--- src/core/ipd_pkg.sv ---
// Constants and types for the indexed postbyte decoder
package ipd_pkg;
	timeunit 1ns;
	timeprecision 100ps;
	localparam logic [7:0] PAGE2_PREFIX = 8'h18;
	localparam logic [1:0] SEL_INDEX_X = 2'h0;
	localparam logic [1:0] SEL_INDEX_Y = 2'h1;
	localparam logic [1:0] SEL_STACK = 2'h2;
	localparam logic [1:0] SEL_PROGRAM = 2'h3;
	localparam logic [15:0] RESET_ADDR = 16'h0000;
	localparam int POINTER_READ_CYCLES = 1;

	typedef enum logic [2:0] {
		IPD_OFS_CONST5 = 3'h0,
		IPD_OFS_CONST9 = 3'h1,
		IPD_OFS_CONST16 = 3'h2,
		IPD_OFS_ACC_HI = 3'h3,
		IPD_OFS_ACC_LO = 3'h4,
		IPD_OFS_ACC_D = 3'h5,
		IPD_OFS_AUTO = 3'h6
	} ipd_ofs_t;

	typedef enum logic [1:0] {
		IPD_IDLE = 2'b00,
		IPD_EXT = 2'b01,
		IPD_PTR = 2'b11,
		IPD_DONE = 2'b10
	} ipd_state_t;
endpackage : ipd_pkg

--- src/core/ipd_field_decode.sv ---
// Combinational split of one indexed postbyte into its fields
module ipd_field_decode (
	input wire logic [7:0] index_postbyte,
	output ipd_pkg::ipd_ofs_t offset_kind,
	output logic [1:0] base_register_select,
	output logic [1:0] ext_count,
	output logic indirect,
	output logic auto_adjust,
	output logic auto_post,
	output logic [15:0] small_offset,
	output logic illegal
);
	timeunit 1ns;
	timeprecision 100ps;
	always_comb begin
		base_register_select = index_postbyte[7:6];
		offset_kind = ipd_pkg::IPD_OFS_CONST5;
		ext_count = 2'h0;
		indirect = 1'b0;
		auto_adjust = 1'b0;
		auto_post = 1'b0;
		small_offset = 16'h0000;
		illegal = 1'b0;
		if (!index_postbyte[5]) begin
			small_offset = {{11{index_postbyte[4]}}, index_postbyte[4:0]};
		end else if (index_postbyte[7:5] != 3'h7) begin
			offset_kind = ipd_pkg::IPD_OFS_AUTO;
			auto_adjust = 1'b1;
			auto_post = index_postbyte[4];
			// Nibble 0..7 is +1..+8, 8..F is -8..-1
			small_offset = index_postbyte[3] ? {12'hFFF, index_postbyte[3:0]}
				: {12'h000, index_postbyte[3:0]} + 16'h0001;
			illegal = (index_postbyte[7:6] == ipd_pkg::SEL_PROGRAM);
		end else begin
			base_register_select = index_postbyte[4:3];
			if (!index_postbyte[2]) begin
				if (!index_postbyte[1]) begin
					offset_kind = ipd_pkg::IPD_OFS_CONST9;
					ext_count = 2'h1;
					small_offset = {{8{index_postbyte[0]}}, 8'h00};
				end else begin
					offset_kind = ipd_pkg::IPD_OFS_CONST16;
					ext_count = 2'h2;
					indirect = index_postbyte[0];
				end
			end else begin
				case (index_postbyte[1:0])
					2'h0: offset_kind = ipd_pkg::IPD_OFS_ACC_HI;
					2'h1: offset_kind = ipd_pkg::IPD_OFS_ACC_LO;
					2'h2: offset_kind = ipd_pkg::IPD_OFS_ACC_D;
					default: begin
						offset_kind = ipd_pkg::IPD_OFS_ACC_D;
						indirect = 1'b1;
					end
				endcase
			end
		end
	end
endmodule : ipd_field_decode

--- src/core/ipd_decoder.sv ---
// Indexed postbyte decoder and effective address former
// Summary of operation
// - Indexed instruction is opcode, one postbyte, then zero to two extension bytes.
// - Postbyte rr0nnnnn gives signed 5-bit offset, any base, no extension.
// - Postbyte 111rr0zs gives 9-bit offset plus one byte, or 16-bit plus two.
// - Postbyte 111rr011 gives 16-bit offset indexed-indirect, two extension bytes.
// - Postbyte rr1pnnnn adjusts base pre or post by 1..8; no program counter.
// - Postbyte 111rr1aa adds high, low or double accumulator; 11 is indirect.
// - Opcodes are 8-bit; page-two prefix redirects next opcode to second map.
// - Postbytes follow indexed opcodes; extension bytes consumed as operands.
// - Indirect forms read 16-bit pointer at base plus offset as address.
// - Direct forms other than post-adjust add base register and constant or accumulator offset; post-adjust gives the base alone.
module ipd_decoder (
	input wire logic ref_clk,
	input wire logic sys_rst,
	input wire logic byte_valid,
	input wire logic [7:0] byte_data,
	input wire logic opcode_is_indexed,
	output logic byte_ready,
	input wire logic [15:0] index_x,
	input wire logic [15:0] index_y,
	input wire logic [15:0] stack_pointer,
	input wire logic [15:0] program_counter,
	input wire logic [7:0] acc_hi,
	input wire logic [7:0] acc_lo,
	output logic [7:0] opcode,
	output logic opcode_page2,
	output logic opcode_strobe,
	output logic ptr_req,
	output logic [15:0] ptr_addr,
	input wire logic ptr_valid,
	input wire logic [15:0] ptr_data,
	output logic ea_valid,
	output logic [15:0] effective_address,
	output logic [1:0] base_register_select,
	output logic auto_adjust,
	output logic auto_post,
	output logic [15:0] adjusted_base,
	output logic illegal_postbyte
);
	timeunit 1ns;
	timeprecision 100ps;
	ipd_pkg::ipd_state_t state;
	ipd_pkg::ipd_state_t next_state;
	logic expect_postbyte;
	logic page2_seen;
	logic [7:0] postbyte;
	logic [1:0] ext_left;
	logic [15:0] ext_value;
	ipd_pkg::ipd_ofs_t dec_kind;
	logic [1:0] dec_sel;
	logic [1:0] dec_ext;
	logic dec_ind;
	logic dec_auto;
	logic dec_post;
	logic [15:0] dec_small;
	logic dec_illegal;
	logic [15:0] base_value;
	logic [15:0] offset_value;
	logic [15:0] sum;
	logic take;
	logic ext_loaded;

	ipd_field_decode u_fields (
		.index_postbyte(postbyte),
		.offset_kind(dec_kind),
		.base_register_select(dec_sel),
		.ext_count(dec_ext),
		.indirect(dec_ind),
		.auto_adjust(dec_auto),
		.auto_post(dec_post),
		.small_offset(dec_small),
		.illegal(dec_illegal)
	);

	// Bytes accepted only while gathering, so address forming never overlaps
	// Refused while the count loads, else a byte would be dropped
	assign byte_ready = (state == ipd_pkg::IPD_IDLE)
		|| (state == ipd_pkg::IPD_EXT && !ext_loaded && ext_left != 2'h0);
	assign take = byte_valid && byte_ready;

	always_comb begin
		case (dec_sel)
			ipd_pkg::SEL_INDEX_X: base_value = index_x;
			ipd_pkg::SEL_INDEX_Y: base_value = index_y;
			ipd_pkg::SEL_STACK: base_value = stack_pointer;
			default: base_value = program_counter;
		endcase
	end

	always_comb begin
		case (dec_kind)
			ipd_pkg::IPD_OFS_CONST9: offset_value = {dec_small[15:8], ext_value[7:0]};
			ipd_pkg::IPD_OFS_CONST16: offset_value = ext_value;
			ipd_pkg::IPD_OFS_ACC_HI: offset_value = {8'h00, acc_hi};
			ipd_pkg::IPD_OFS_ACC_LO: offset_value = {8'h00, acc_lo};
			ipd_pkg::IPD_OFS_ACC_D: offset_value = {acc_hi, acc_lo};
			default: offset_value = dec_small;
		endcase
	end

	assign sum = base_value + offset_value;

	always_comb begin
		next_state = state;
		case (state)
			ipd_pkg::IPD_IDLE: begin
				if (take && expect_postbyte) begin
					next_state = ipd_pkg::IPD_EXT;
				end
			end
			ipd_pkg::IPD_EXT: begin
				if (!ext_loaded && ext_left == 2'h0) begin
					next_state = dec_ind ? ipd_pkg::IPD_PTR : ipd_pkg::IPD_DONE;
				end
			end
			ipd_pkg::IPD_PTR: begin
				if (ptr_valid) begin
					next_state = ipd_pkg::IPD_DONE;
				end
			end
			ipd_pkg::IPD_DONE: next_state = ipd_pkg::IPD_IDLE;
			default: next_state = ipd_pkg::IPD_IDLE;
		endcase
	end

	always_ff @(posedge ref_clk or posedge sys_rst) begin
		if (sys_rst) begin
			state <= ipd_pkg::IPD_IDLE;
		end else begin
			state <= next_state;
		end
	end

	always_ff @(posedge ref_clk or posedge sys_rst) begin
		if (sys_rst) begin
			page2_seen <= 1'b0;
			opcode <= 8'h00;
			opcode_page2 <= 1'b0;
			opcode_strobe <= 1'b0;
			expect_postbyte <= 1'b0;
		end else begin
			opcode_strobe <= 1'b0;
			if (take && state == ipd_pkg::IPD_IDLE && !expect_postbyte) begin
				if (byte_data == ipd_pkg::PAGE2_PREFIX && !page2_seen) begin
					page2_seen <= 1'b1;
				end else begin
					opcode <= byte_data;
					opcode_page2 <= page2_seen;
					opcode_strobe <= 1'b1;
					page2_seen <= 1'b0;
					expect_postbyte <= opcode_is_indexed;
				end
			end else if (take && expect_postbyte) begin
				expect_postbyte <= 1'b0;
			end
		end
	end

	always_ff @(posedge ref_clk or posedge sys_rst) begin
		if (sys_rst) begin
			postbyte <= 8'h00;
			ext_left <= 2'h0;
			ext_value <= 16'h0000;
		end else if (take && state == ipd_pkg::IPD_IDLE && expect_postbyte) begin
			postbyte <= byte_data;
			ext_value <= 16'h0000;
			ext_left <= 2'h0;
		end else if (state == ipd_pkg::IPD_EXT) begin
			if (ext_loaded) begin
				ext_left <= dec_ext;
			end else if (take && ext_left != 2'h0) begin
				ext_value <= {ext_value[7:0], byte_data};
				ext_left <= ext_left - 2'h1;
			end
		end
	end

	// Extension count loads the cycle after the postbyte lands
	always_ff @(posedge ref_clk or posedge sys_rst) begin
		if (sys_rst) begin
			ext_loaded <= 1'b0;
		end else begin
			ext_loaded <= take && state == ipd_pkg::IPD_IDLE && expect_postbyte;
		end
	end

	always_ff @(posedge ref_clk or posedge sys_rst) begin
		if (sys_rst) begin
			ptr_req <= 1'b0;
			ptr_addr <= ipd_pkg::RESET_ADDR;
			ea_valid <= 1'b0;
			effective_address <= ipd_pkg::RESET_ADDR;
			base_register_select <= ipd_pkg::SEL_INDEX_X;
			auto_adjust <= 1'b0;
			auto_post <= 1'b0;
			adjusted_base <= 16'h0000;
			illegal_postbyte <= 1'b0;
		end else begin
			ea_valid <= 1'b0;
			if (state == ipd_pkg::IPD_EXT && ext_left == 2'h0 && !ext_loaded) begin
				base_register_select <= dec_sel;
				auto_adjust <= dec_auto;
				auto_post <= dec_post;
				adjusted_base <= sum;
				illegal_postbyte <= dec_illegal;
				if (dec_ind) begin
					ptr_req <= 1'b1;
					ptr_addr <= sum;
				end else begin
					ea_valid <= 1'b1;
					effective_address <= (dec_auto && dec_post) ? base_value : sum;
				end
			end else if (state == ipd_pkg::IPD_PTR && ptr_valid) begin
				ptr_req <= 1'b0;
				ea_valid <= 1'b1;
				effective_address <= ptr_data;
			end
		end
	end

endmodule : ipd_decoder

--- config.mk ---
export PLATFORM = sky130hd
export DESIGN_NAME = ipd_decoder
export DESIGN_NICKNAME = d
export VERILOG_FILES = /design/src/core/ipd_pkg.sv /design/src/core/ipd_field_decode.sv /design/src/core/ipd_decoder.sv
export SDC_FILE = /design/constraint.sdc
export NUM_CORES = 1
export LEC_CHECK = 0
export BUFFER_PORTS_ARGS = -buffer_cell sky130_fd_sc_hd__buf_2
export CAP_MARGIN = 10
export CORE_MARGIN = 2
export CORE_UTILIZATION = 47
export CTS_CLUSTER_SIZE = 25
export DETAILED_ROUTE_END_ITERATION = 10
export PLACE_DENSITY = 0.77
export SYNTH_ARGS = -nofsm -noshare
export SYNTH_HDL_FRONTEND = slang
export SYNTH_SLANG_ARGS = --single-unit
--- constraint.sdc ---
create_clock -name ref_clk -period 3.6 [get_ports ref_clk]
set_clock_uncertainty 0.1 [all_clocks]
set_input_delay 0.36 -clock ref_clk [delete_from_list [all_inputs] [get_ports ref_clk]]
set_output_delay 0.36 -clock ref_clk [all_outputs]
set_load 0.02 [all_outputs]
==> results of run 1 <==
[synthesized netlist by cell type, types with 3 or more instances]
cell type and n:
and2_1 4, a221o_1 5, o31ai_1 5, mux4_2 3, xor2_1 7, a211oi_1 7
and3_1 3, a2bb2oi_1 3, mux2_2 8, o22ai_1 3, o21ai_0 27, a21o_1 9
clkbuf_1 21, ha_1 20, buf_2 14, nor2_1 27, o211ai_1 11, o21ai_1 17
nand4b_1 3, xnor2_1 9, nor2b_1 7, a22o_1 10, nor3_1 9, nand4_1 4
a31oi_1 6, mux2i_1 41, a221oi_1 6, inv_1 12, nand3_1 16, a21oi_1 56
dfrtp_1 96, a22oi_1 7, nand2_1 118
[critical path, cell delays in order (launching register included)]
cell	delay, ns
dfrtp_1	0.39
buf_4	0.15
ha_4	0.16
a31oi_1	0.19
nor2_1	0.09
or2_4	0.24
a21oi_1	0.14
a21oi_1	0.07
ha_2	0.20
fa_2	0.37
a211oi_2	0.28
o211ai_1	0.20
a31oi_1	0.20
mux2_2	0.37
nor2_2	0.11
o21ai_1	0.07
[state kept, by name, indices dropped and copies added, names as in the netlist, 2 cells and up]
name / count
effective_address: 16
base_register_select: 2
opcode: 8
adjusted_base: 16
state: 2
ext_value: 16
postbyte: 8
ptr_addr: 16
ext_left: 2
[worst min-delay path by stage]
stage	start	cells after the start	to	slack, ns
4_1_cts	sys_rst	2	adjusted_base[15]$_DFFE_PP0P_	0.15
6_report	sys_rst	2	adjusted_base[15]$_DFFE_PP0P_	0.12
2_1_floorplan	page2_seen$_DFFE_PP0P_	2	opcode_page2$_DFFE_PP0P_	0.36
5_1_grt	byte_data[2]	3	opcode[2]$_DFFE_PP0P_	0.17
3_5_place_dp	opcode[4]$_DFFE_PP0P_	2	opcode[4]$_DFFE_PP0P_	0.36
3_3_place_gp	adjusted_base[11]$_DFFE_PP0P_	2	adjusted_base[11]$_DFFE_PP0P_	0.36
[placed cells by master, fill, tap and decap left out, drive strengths merged, types with 4 or more instances in the layout]
master  netlist  layout
nand2       119     119
ha           20      20
a221oi        6       6
and2          4       4
nor2         28      28
buf          18     212
mux2i        41      41
xnor2         9       9
a31oi         6       6
clkbuf       21      11
nand3        17      17
inv          14      13
nor3          9       9
o211ai       11      11
clkinv        0       4
dfrtp        96      96
a21o          9       9
mux2         10      10
a22o         10      10
nand4         4       4
a21oi        57      57
o21ai        44      44
o31ai         5       5
nor2b         7       7
a221o         5       5
a211oi        7       7
a22oi         7       7
xor2          7       7
[where the power goes]
part | internal, mW | total, mW | switching (mW)
logic | 2.59 | 6.37 | 3.78
registers | 1.55 | 1.88 | 0.330
clock network | 0.556 | 0.973 | 0.417
total | 4.70 | 9.22 | 4.52
[cells by family (layout without fill, tap and decap cells)]
logic type	count (synthesis)	after routing	share of synthesized area, %
AND/OR/NAND/NOR	211	211	17.10
adder cells (fa/ha/maj)	21	21	4.634
buffers and inverters	53	242	4.034
flip-flops	96	96	41.19
AO/OA/AOI/OAI	186	186	20.51
multiplexers	54	54	10.13
XOR/XNOR	16	16	2.403
[layer usage]
| metal | vias up | wire, microns |
|---|---|---|
| met5 | - | 0 |
| met4 | 0 | 502 |
| met3 | 37 | 947 |
| met2 | 210 | 9094 |
| met1 | 2745 | 7574 |
| li1 | 2676 | - |
[layout make-up]
type | instances | area, sq um
Fill cell | 1039 | 4627
Multi-Input combinational cell | 488 | 3294
Sequential cell | 96 | 2405
Timing Repair Buffer | 212 | 1172
Clock buffer | 11 | 242.7
Tap cell | 168 | 210.2
Clock inverter | 5 | 56.30
Inverter | 14 | 53.80
[what timing repair did]
item / in CTS / in global routing
endpoints found under the hold margin: 0 / 0
setup endpoints to repair: 0 / 28
resized for setup: 0 / 24
buffers inserted: 0 / 2
==> summary by stage, run 1 <==
Route
In the routed design, unresolved DRC markers number 0. Once detail routing completed, the nets flagged for antenna violations numbered 0. In the final routed layout, each cell accounts on average for 18.23 microns. The first detailed-routing pass ran for 6 iterations. After the first detailed-routing iteration, the DRC count stood at 395. Using the TritonRoute via totals, the vias-per-cell ratio works out to 5.702. Summed over all layers, the routed wires come to 18120 microns.

The overall via count from detail_route is 5668.

Synth
The sequential share of the synthesized area is 41.19%. After synthesis, the largest area contributor takes up 41.19% of total cell area. Synthesis produced a netlist with a net count of 767.

Yosys attributes the largest share of cell area to dfrtp_1, nand2_1, mux2i_1, a21oi_1, ha_1. Among all flip-flop cells after synthesis, the most frequent one is dfrtp_1. The count of yosys warnings during synthesis is 0. In this run, distinct cell masters in the synthesized netlist total 66.

The largest total area in the synthesized netlist belongs to dfrtp_1. The number of enable flip-flop cells after synthesis is 0. The post-synth design cell area is 5832 sq um.

The synthesized netlist cell count is 637. The number of flip-flops and latches in the synthesized netlist is 96. The average instance in the mapped netlist occupies 9.155 sq um. Counting flops with an async set or reset pin after synthesis yields a share of 100.0%.

Global routing
For met2 alone, demand over resource in global routing was 47.49%. The number of global-route vias before repair is 5523. Global routing used 34.78% of the available met1 tracks. Entering global routing, the biggest net connects 60 pins. Global routing used 27.46% of the available tracks. The most used routing layer in global routing is met2. The first global-routing pass estimated 28200 microns of wire. The total congestion overflow after global routing is 0. The initial antenna violation count is 0. Global routing consumed, on the met3 layer, 3.585% of the routing resources.

CTS
CTS placed an instance of clkbuf_16 at the clock tree root. The CTS tree is done. The clock drives 96 sinks. The largest buffer count on any clock path is 2. Counting the buffers created by CTS gives 9. After clock tree synthesis, the clock-pin slew on the worst setup and hold paths is 0.07 ns. The clock latency reported for the late side of the worst-skew pair is 0.35 ns. For this design, the CTS-stage hold fixing added 0 buffers. The CTS H-tree depth is 3.

Critical path
The critical path starts at postbyte[0]$_DFFE_PP0P_. STA classifies the critical path endpoint as a register. The path type of the worst setup path is register to register.

The worst flop-to-flop path startpoint is postbyte[0]$_DFFE_PP0P_. In this run the critical register-to-register path is captured at adjusted_base[14]$_DFFE_PP0P_. The number of cells on the worst reg-to-reg path is 15.

The endpoint of the most critical setup path is adjusted_base[14]$_DFFE_PP0P_. The largest driver fanout on the critical path is 5. Setup slack on the worst reg-to-reg path comes out at 0.13 ns. For the worst setup path, the data required time is 3.72 ns. The launching element type of the critical path is a register. Data arrives at the worst endpoint at 3.59 ns.

Min path
The worst hold path belongs to the class input pin to asynchronous set/reset pin.

Timing
After layout, the worst path uses 96.34% of the clock period. The worst pin sits at a relative slew slack of 30.42%. For the final routed database, the setup TNS stands at 0 ns.

The count of final hold-check violations is 0. The number of max-slew violations in the final report came to 0. The worst path meets setup with 0.1319 ns of slack. The total of endpoints with negative setup slack in the final report is 0.

The highest achievable clock rate is 288.3 MHz. The final-layout worst hold slack is 0.1246 ns. The actual transition at the worst max-transition pin is 1.042 ns. Subtracting the final worst setup slack from the clock period gives 3.468 ns.

Layout
The number of antenna diodes in the final layout is 0. For this run, the number of standard cells in the final layout without fillers is 994. The finished cells cover 7435 sq um. The number of nets in the final layout is 951. The post-synthesis to final-layout area growth is 27.48%. The final standard cell utilization of the core is 61.64%. Of the cells placed in the final design, the portion with a size suffix greater than 1 is 33.05%.

Power
The cell leakage power is 3.662 nW. Overall power consumption after layout is estimated at 9.223 mW. The power per cell area is 1241 nW/um^2. VDD sags by at most 0.0005334 V.

Place
Before CTS, the worst setup slack after placement is 0.03553 ns. The final weighted congestion of routability-driven global placement is 0.9212. Buffers placed on the I/O ports in this run total 174.

Once detailed placement completed, the half-perimeter wirelength came to 14010 microns. The placed instances occupy a cell area of 7025 sq um. The cell count after placement is 976.

Die
The die is 115.4 microns tall. For this design the top-level I/O count stands at 175. The x dimension of the die is 115.4 microns. The total area inside the core boundary comes to 12060 sq um. The floorplan step defined a die boundary enclosing 13310 sq um. Once the floorplan was initialized, standard cells occupied 48.35% of the core. The floorplan has 40 rows.

Run
Max-cap violations in this run came to 0.

Outcome
The flow ran to the end, and the final reports show no timing, DRC or antenna violations.
(Power assumes the default switching activity.)
==> run 2: changes to the inputs <==
--- a/config.mk
+++ b/config.mk
@@ -12,6 +12,7 @@
 export CTS_CLUSTER_SIZE = 25
 export DETAILED_ROUTE_END_ITERATION = 10
 export PLACE_DENSITY = 0.77
+export RECOVER_POWER = 25
 export SYNTH_ARGS = -nofsm -noshare
 export SYNTH_HDL_FRONTEND = slang
 export SYNTH_SLANG_ARGS = --single-unit
==> summary by stage, run 2 (same netlist as run 1, synthesis figures left out) <==
Route
The routed length per placed instance is 18.10 microns (was 18.23 microns). The violation count after the first detailed-routing iteration is 369 (was 395). The number of design rule violations left after detail routing is 0 (unchanged). The total length of routed wires is 17990 microns (was 18120 microns).

The number of optimization iterations in the first detailed-route pass is 5 (was 6). The routed via count divided by cell count is 5.699 (was 5.702). The post-detailed-route count of antenna-violating nets is 0 (unchanged). The overall via count from detail_route is 5665 (was 5668).

Critical path
The delay of the slowest cell on the worst path is 0.39 ns (about the same). The kind of cell adding the most delay to the critical path is compound AO/OA/AOI/OAI gates (unchanged). The worst path arrival time is 3.59 ns (about the same). The buffer and inverter count on the worst path is 1 (unchanged).

The critical path's slowest cell is dfrtp_1 (unchanged). The path type of the worst setup path is register to register (unchanged). The endpoint class of the critical path is a register (unchanged).

Cell chain of the critical path: buf_4, ha_4, a31oi_1, nor2_1, or2_4, a21oi_1, a21oi_1, ha_2, fa_2, a211oi_2, o211ai_1, a31oi_1, mux2_2, nor2_2, o21ai_1 (unchanged). The launching element type of the critical path was a register (unchanged). The largest driver fanout on the critical path was 5 (unchanged). The required time reported for the critical path endpoint is 3.72 ns (about the same).

Die
The core area is 12060 sq um (unchanged). The number of rows created at floorplan was 40 (unchanged). The die height is 115.4 microns (unchanged).

The area of the die was 13310 sq um (unchanged). The x dimension of the die was 115.4 microns (unchanged). The I/O pin total is 175 (unchanged).

The initial cell density of the core was 48.35% (unchanged).

Global routing
The number of global-route vias before repair came to 5523 (unchanged). The initial antenna violation count is 0 (unchanged). The pin count of the biggest net entering global routing is 60 (unchanged). The global-route wire length before repair came to 28200 microns (unchanged).

The total congestion overflow after global routing is 0 (unchanged). The global routing usage summed across all routing layers came to 27.46% (unchanged).

Power
The peak supply drop came to 0.0005310 V (was 0.0005334 V). The power per cell area is 1241 nW/um^2 (about the same). The overall power after layout is 9.218 mW (was 9.223 mW). The cell leakage power is 3.649 nW (was 3.662 nW).

Layout
The number of nets in the final layout is 951 (unchanged). The ratio of cells with drive above 1 in the final layout is 32.69% (was 33.05%). The post-synthesis to final-layout area growth is 27.38% (was 27.48%).

The number of antenna diodes is 0 (unchanged). The most frequent standard cell in the layout excluding fill and tap cells was buf_2 (unchanged). Most used cells in the layout excluding fill and tap cells: buf_2, nand2_1, dfrtp_1 (unchanged).

Timing
The highest achievable clock rate is 288.4 MHz (was 288.3 MHz). The actual transition at the worst max-transition pin is 2.638 ns (was 1.042 ns). The final clock period utilization by the worst path is 96.32% (was 96.34%). The count of final hold-check violations is 0 (unchanged). The clock period minus worst slack came to 3.467 ns (was 3.468 ns). The post-route worst setup slack is 0.1326 ns (was 0.1319 ns). The headroom to the max-slew limit was -76.85% (was 30.42%). The number of max-slew violations in the final report is 60 (was 0). The total of endpoints with negative setup slack in the final report was 0 (unchanged).

CTS
The largest buffer count on any clock path is 2 (unchanged). The clock latency reported for the late side of the worst-skew pair came to 0.35 ns (about the same). The CTS tree is done (unchanged). The CTS H-tree depth is 3 (unchanged).

The root buffer selected by CTS is clkbuf_16 (unchanged). The clock net sink count is 96 (unchanged). The quantity of hold-fixing buffers added after cts is 0 (unchanged). The number of buffers added by the clock tree synthesis step is 9 (unchanged). The clock-pin transition on the worst setup and hold timing paths came to 0.07 ns (about the same).

Place
The final weighted congestion of routability-driven global placement is 0.9212 (unchanged). The worst-case setup slack after placement was 0.03553 ns (unchanged). The half-perimeter wire length of the detailed placement result was 14010 microns (unchanged). The number of port buffers is 174 (unchanged).

Outcome
Result of the run: finished with violations (was finished, final reports clean). The checks that failed: capacitance limit, slew limit.

Min path
The class of the most critical hold timing path is input pin to register (was input pin to asynchronous set/reset pin).

Run
The count of maximum capacitance violations came to 1 (was 0).
==> run 2: area by class of cell <==
class | instances | area (sq um)
flip-flops and latches | 96 | 2405
multi-input cells | 488 | 3294
well taps | 168 | 210.2
clock buffers | 11 | 242.7
repair buffers | 212 | 1166
fillers | 1041 | 4633
clock inverters | 5 | 56.30
inverters | 14 | 53.80
==> run 2: path summary, 6_finish.rpt <==
kind	end	slack (ns)	from	cells past startpoint
min	opcode[7]$_DFFE_PP0P_	0.16	byte_data[7]	3
min reg2reg	adjusted_base[4]$_DFFE_PP0P_	0.37	adjusted_base[4]$_DFFE_PP0P_	2
min in group asynchronous	effective_address[15]$_DFFE_PP0P_	0.64	sys_rst	2
max in group asynchronous	ptr_addr[2]$_DFFE_PP0P_	1.01	sys_rst	3
max	adjusted_base[14]$_DFFE_PP0P_	0.13	postbyte[0]$_DFFE_PP0P_	15
max reg2reg	adjusted_base[14]$_DFFE_PP0P_	0.13	postbyte[0]$_DFFE_PP0P_	15
==> run 2: power breakdown <==
group	internal, mW	leakage, nW	total, mW	switching, mW
Sequential	1.55	1.14	1.88	0.329
Combinational	2.59	2.36	6.37	3.78
Clock	0.556	0.145	0.970	0.414
Total	4.70	3.65	9.22	4.52
==> run 2: per-layer routing <==
layer	share of wire (%)	up-vias	track usage, %
li1	-	2677	-
met1	41	2726	34.78
met2	50	225	47.49
met3	5.7	37	3.585
met4	2.9	0	11.16
met5	0	-	0
==> run 2: repair_timing <==
item / CTS / global route
setup endpoints to repair: 0 / 28
hold endpoints to repair: 0 / 0
resized for setup: 0 / 24
buffers inserted: 0 / 2
==> run 2: metrics by stage <==
| step | TNS (ns) | instances | utilization, % | cell area, sq um | hold WS [ns] |
|---|---|---|---|---|---|
| after detailed placement | 0 | 976 | 58.25 | 7025 | 0.3579 |
| after floorplan | 0 | 637 | - | 5837 | 0.3630 |
| final | 0 | 994 | 61.59 | 7428 | 0.1631 |
| after global placement | 0 | 976 | 58.25 | 7025 | 0.3561 |
| after CTS | 0 | 992 | 60.73 | 7325 | 0.1506 |
| after global routing | -0.1881 | 994 | 61.59 | 7428 | 0.1706 |
==> run 2: worst register-to-register path, stage by stage, from the launching register on <==
cell and delay, ns:
dfrtp_1 0.39, buf_4 0.15, ha_4 0.16, a31oi_1 0.19, nor2_1 0.09, or2_4 0.25, a21oi_1 0.14, a21oi_1 0.07
ha_2 0.20, fa_2 0.37, a211oi_2 0.28, o211ai_1 0.21, a31oi_1 0.20, mux2_2 0.37, nor2_2 0.11, o21ai_1 0.07
==> run 3: changes to the inputs <==
--- a/config.mk
+++ b/config.mk
@@ -5,13 +5,14 @@
 export SDC_FILE = /design/constraint.sdc
 export NUM_CORES = 1
 export LEC_CHECK = 0
-export BUFFER_PORTS_ARGS = -buffer_cell sky130_fd_sc_hd__buf_2
 export CAP_MARGIN = 10
 export CORE_MARGIN = 2
-export CORE_UTILIZATION = 47
+export CORE_UTILIZATION = 58
 export CTS_CLUSTER_SIZE = 25
 export DETAILED_ROUTE_END_ITERATION = 10
-export PLACE_DENSITY = 0.77
+export DONT_BUFFER_PORTS = 1
+export HOLD_SLACK_MARGIN = 0.03
+export PLACE_DENSITY_LB_ADDON = 0.08
 export RECOVER_POWER = 25
 export SYNTH_ARGS = -nofsm -noshare
 export SYNTH_HDL_FRONTEND = slang
==> summary by stage, run 3 (same netlist as run 1, synthesis figures left out) <==
Route
The overall via count from detail_route is 5005 (was 5665). The routed via count divided by cell count came to 6.248 (was 5.699). The total length of routed wires is 16990 microns (was 17990 microns). The number of design rule violations left after detail routing is 0 (unchanged). The post-detailed-route count of antenna-violating nets is 0 (unchanged). The violation count after the first detailed-routing iteration is 223 (was 369). The number of optimization iterations in the first detailed-route pass came to 5 (unchanged). The routed length per placed instance is 21.21 microns (was 18.10 microns).

Critical path
The largest driver fanout on the critical path is 4 (was 5). The launching instance or port of the critical path is postbyte[1]$_DFFE_PP0P_ (was postbyte[0]$_DFFE_PP0P_). The endpoint of the most critical setup path is adjusted_base[14]$_DFFE_PP0P_ (unchanged). The delay of the slowest cell on the worst path was 0.40 ns (was 0.39 ns). The path type of the worst setup path is register to register (unchanged). The buffer and inverter count on the worst path is 1 (unchanged). The number of cells on the worst reg-to-reg path is 14 (was 15). The worst flop-to-flop path startpoint is postbyte[1]$_DFFE_PP0P_ (was postbyte[0]$_DFFE_PP0P_). The required time reported for the critical path endpoint is 3.74 ns (was 3.72 ns).

Cell chain of the critical path: inv_2, ha_4, and4b_1, a221o_1, a21oi_2, a21oi_1, ha_2, fa_2, a211oi_2, o211ai_1, a31oi_1, mux2_4, nor2_4, o21ai_1 (was buf_4, ha_4, a31oi_1, nor2_1, or2_4, a21oi_1, a21oi_1, ha_2, fa_2, a211oi_2, o211ai_1, a31oi_1, mux2_2, nor2_2, o21ai_1). The number of cells on the critical path is 14 (was 15). The critical path's slowest cell was dfrtp_1 (unchanged). The reg-to-reg setup timing slack came to 0.09 ns (was 0.13 ns). The worst path arrival time is 3.65 ns (was 3.59 ns). The endpoint of the lowest-slack register-to-register path is adjusted_base[14]$_DFFE_PP0P_ (unchanged).

The kind of cell adding the most delay to the critical path is compound AO/OA/AOI/OAI gates (unchanged). The endpoint class of the critical path is a register (unchanged). The launching element type of the critical path is a register (unchanged).

Layout
The most frequent standard cell in the layout excluding fill and tap cells is nand2_1 (was buf_2). The fill cell instance count of the final layout was 820 (was 1041). Most used cells in the layout excluding fill and tap cells: nand2_1, dfrtp_1, a21oi_1 (was buf_2, nand2_1, dfrtp_1). The number of nets in the final layout is 792 (was 951).

The post-synthesis to final-layout area growth came to 12.74% (was 27.38%). The ratio of cells with drive above 1 in the final layout is 16.04% (was 32.69%).

Die
The initial cell density of the core is 59.66% (was 48.35%). The area of the die is 10870 sq um (was 13310 sq um). The x dimension of the die is 104.3 microns (was 115.4 microns).

The number of rows created at floorplan was 36 (was 40). The die height is 104.3 microns (was 115.4 microns). The I/O pin total is 175 (unchanged). The core area is 9774 sq um (was 12060 sq um).

Run
The count of maximum capacitance violations is 1 (unchanged).

Global routing
The pin count of the biggest net entering global routing is 63 (was 60). The global routing usage summed across all routing layers is 31.87% (was 27.46%). The initial antenna violation count came to 1 (was 0). The number of global-route vias before repair is 5076 (was 5523).

The total congestion overflow after global routing is 0 (unchanged). The global-route wire length before repair was 27040 microns (was 28200 microns).

Timing
The highest achievable clock rate is 285.0 MHz (was 288.4 MHz). The count of final hold-check violations is 0 (unchanged). The actual transition at the worst max-transition pin is 2.314 ns (was 2.638 ns).

Setup repair after global routing could not meet its margin everywhere. The clock period minus worst slack is 3.509 ns (was 3.467 ns). The final clock period utilization by the worst path is 97.47% (was 96.32%). The total of endpoints with negative setup slack in the final report is 0 (unchanged). The number of max-slew violations in the final report is 63 (was 60). The total negative slack is 0 ns (unchanged). The headroom to the max-slew limit was -54.41% (was -76.85%).

CTS
The number of buffers added by the clock tree synthesis step is 9 (unchanged). The largest buffer count on any clock path is 2 (unchanged). The CTS tree is done (unchanged). The CTS H-tree depth came to 3 (unchanged). The clock-pin transition on the worst setup and hold timing paths is 0.09 ns (was 0.07 ns). The root buffer selected by CTS is clkbuf_8 (was clkbuf_16).

The clock latency reported for the late side of the worst-skew pair is 0.37 ns (was 0.35 ns). The clock net sink count is 96 (unchanged).

Place
The number of port buffers is 0 (was 174). The final weighted congestion of routability-driven global placement is 0.9563 (was 0.9212). The half-perimeter wire length of the detailed placement result is 12800 microns (was 14010 microns).

Outcome
Failing checks: capacitance limit, slew limit (unchanged). Result of the run: finished with violations (unchanged).

Min path
The class of the most critical hold timing path is input pin to register (unchanged).
-- run 3: cell types whose count changed in the layout (fill, tap and decap cells not counted), moves of 2 or more --
cell,delta
dlygate4sd3_1,+11
clkbuf_8,+11
a21oi_2,+2
buf_4,+6
clkbuf_1,-2
buf_2,-172
clkbuf_16,-9
a21oi_1,-2
-- run 3: how the worst min path moves through the flow --
stage	start	to	slack, ns	cells after the start
finish	byte_data[0]	opcode[0]$_DFFE_PP0P_	0.04	1
global placement	sys_rst	adjusted_base[10]$_DFFE_PP0P_	0.31	1
floorplan	page2_seen$_DFFE_PP0P_	opcode_page2$_DFFE_PP0P_	0.36	2
global route	byte_data[6]	postbyte[6]$_DFFE_PP0P_	0.03	1
CTS	byte_data[0]	opcode[0]$_DFFE_PP0P_	0.03	1
detailed placement	sys_rst	ptr_addr[10]$_DFFE_PP0P_	0.32	1
-- run 3: stage by stage --
| step | setup WS [ns] | cell area, sq um | cells | hold WS, ns | utilization (%) |
|---|---|---|---|---|---|
| global route | -0.01691 | 6575 | 801 | 0.03134 | 67.27 |
| finish | 0.09104 | 6575 | 801 | 0.03846 | 67.27 |
| floorplan | 0.03189 | 5837 | 637 | 0.3630 | - |
| detailed placement | -0.07878 | 6116 | 768 | 0.3194 | 62.57 |
| CTS | 0.02473 | 6401 | 793 | 0.03056 | 65.49 |
| global placement | 0.08304 | 6116 | 768 | 0.3123 | 62.57 |
-- run 3: timing repair --
action / 4_1_cts / 5_1_grt
gates resized for setup: 2 / 30
hold endpoints to repair: 79 / 2
setup buffers: 0 / 5
pin swaps: 2 / 6
hold buffers: 9 / 2
endpoints found under the setup margin: 7 / 28
-- run 3: layer usage --
metal  wire, microns  track usage (%)  part of all wire, %  up-vias
met2            8535            53.22                   50      216
met1            6580            39.47                   39     2400
li1                -                -                    -     2351
met5               0                0                    0        -
met4             558            14.00                  3.3        0
met3            1315            7.393                  7.7       38
-- run 3: layout make-up --
class | count | area (sq um) | share of cell area [%]
Inverter | 14 | 52.55 | 0.7992
Tap cell | 133 | 166.4 | 2.531
Timing Repair Buffer | 53 | 429.2 | 6.527
Clock buffer | 14 | 172.7 | 2.626
Clock inverter | 2 | 12.51 | 0.1903
Antenna cell | 1 | 2.502 | 0.03806
Multi-Input combinational cell | 488 | 3336 | 50.73
Sequential cell | 96 | 2404 | 36.56
Power of run 3 is left out: the tool's default activity adds up to more than one toggle a clock period on the data nets, which glitch-free logic cannot reach.
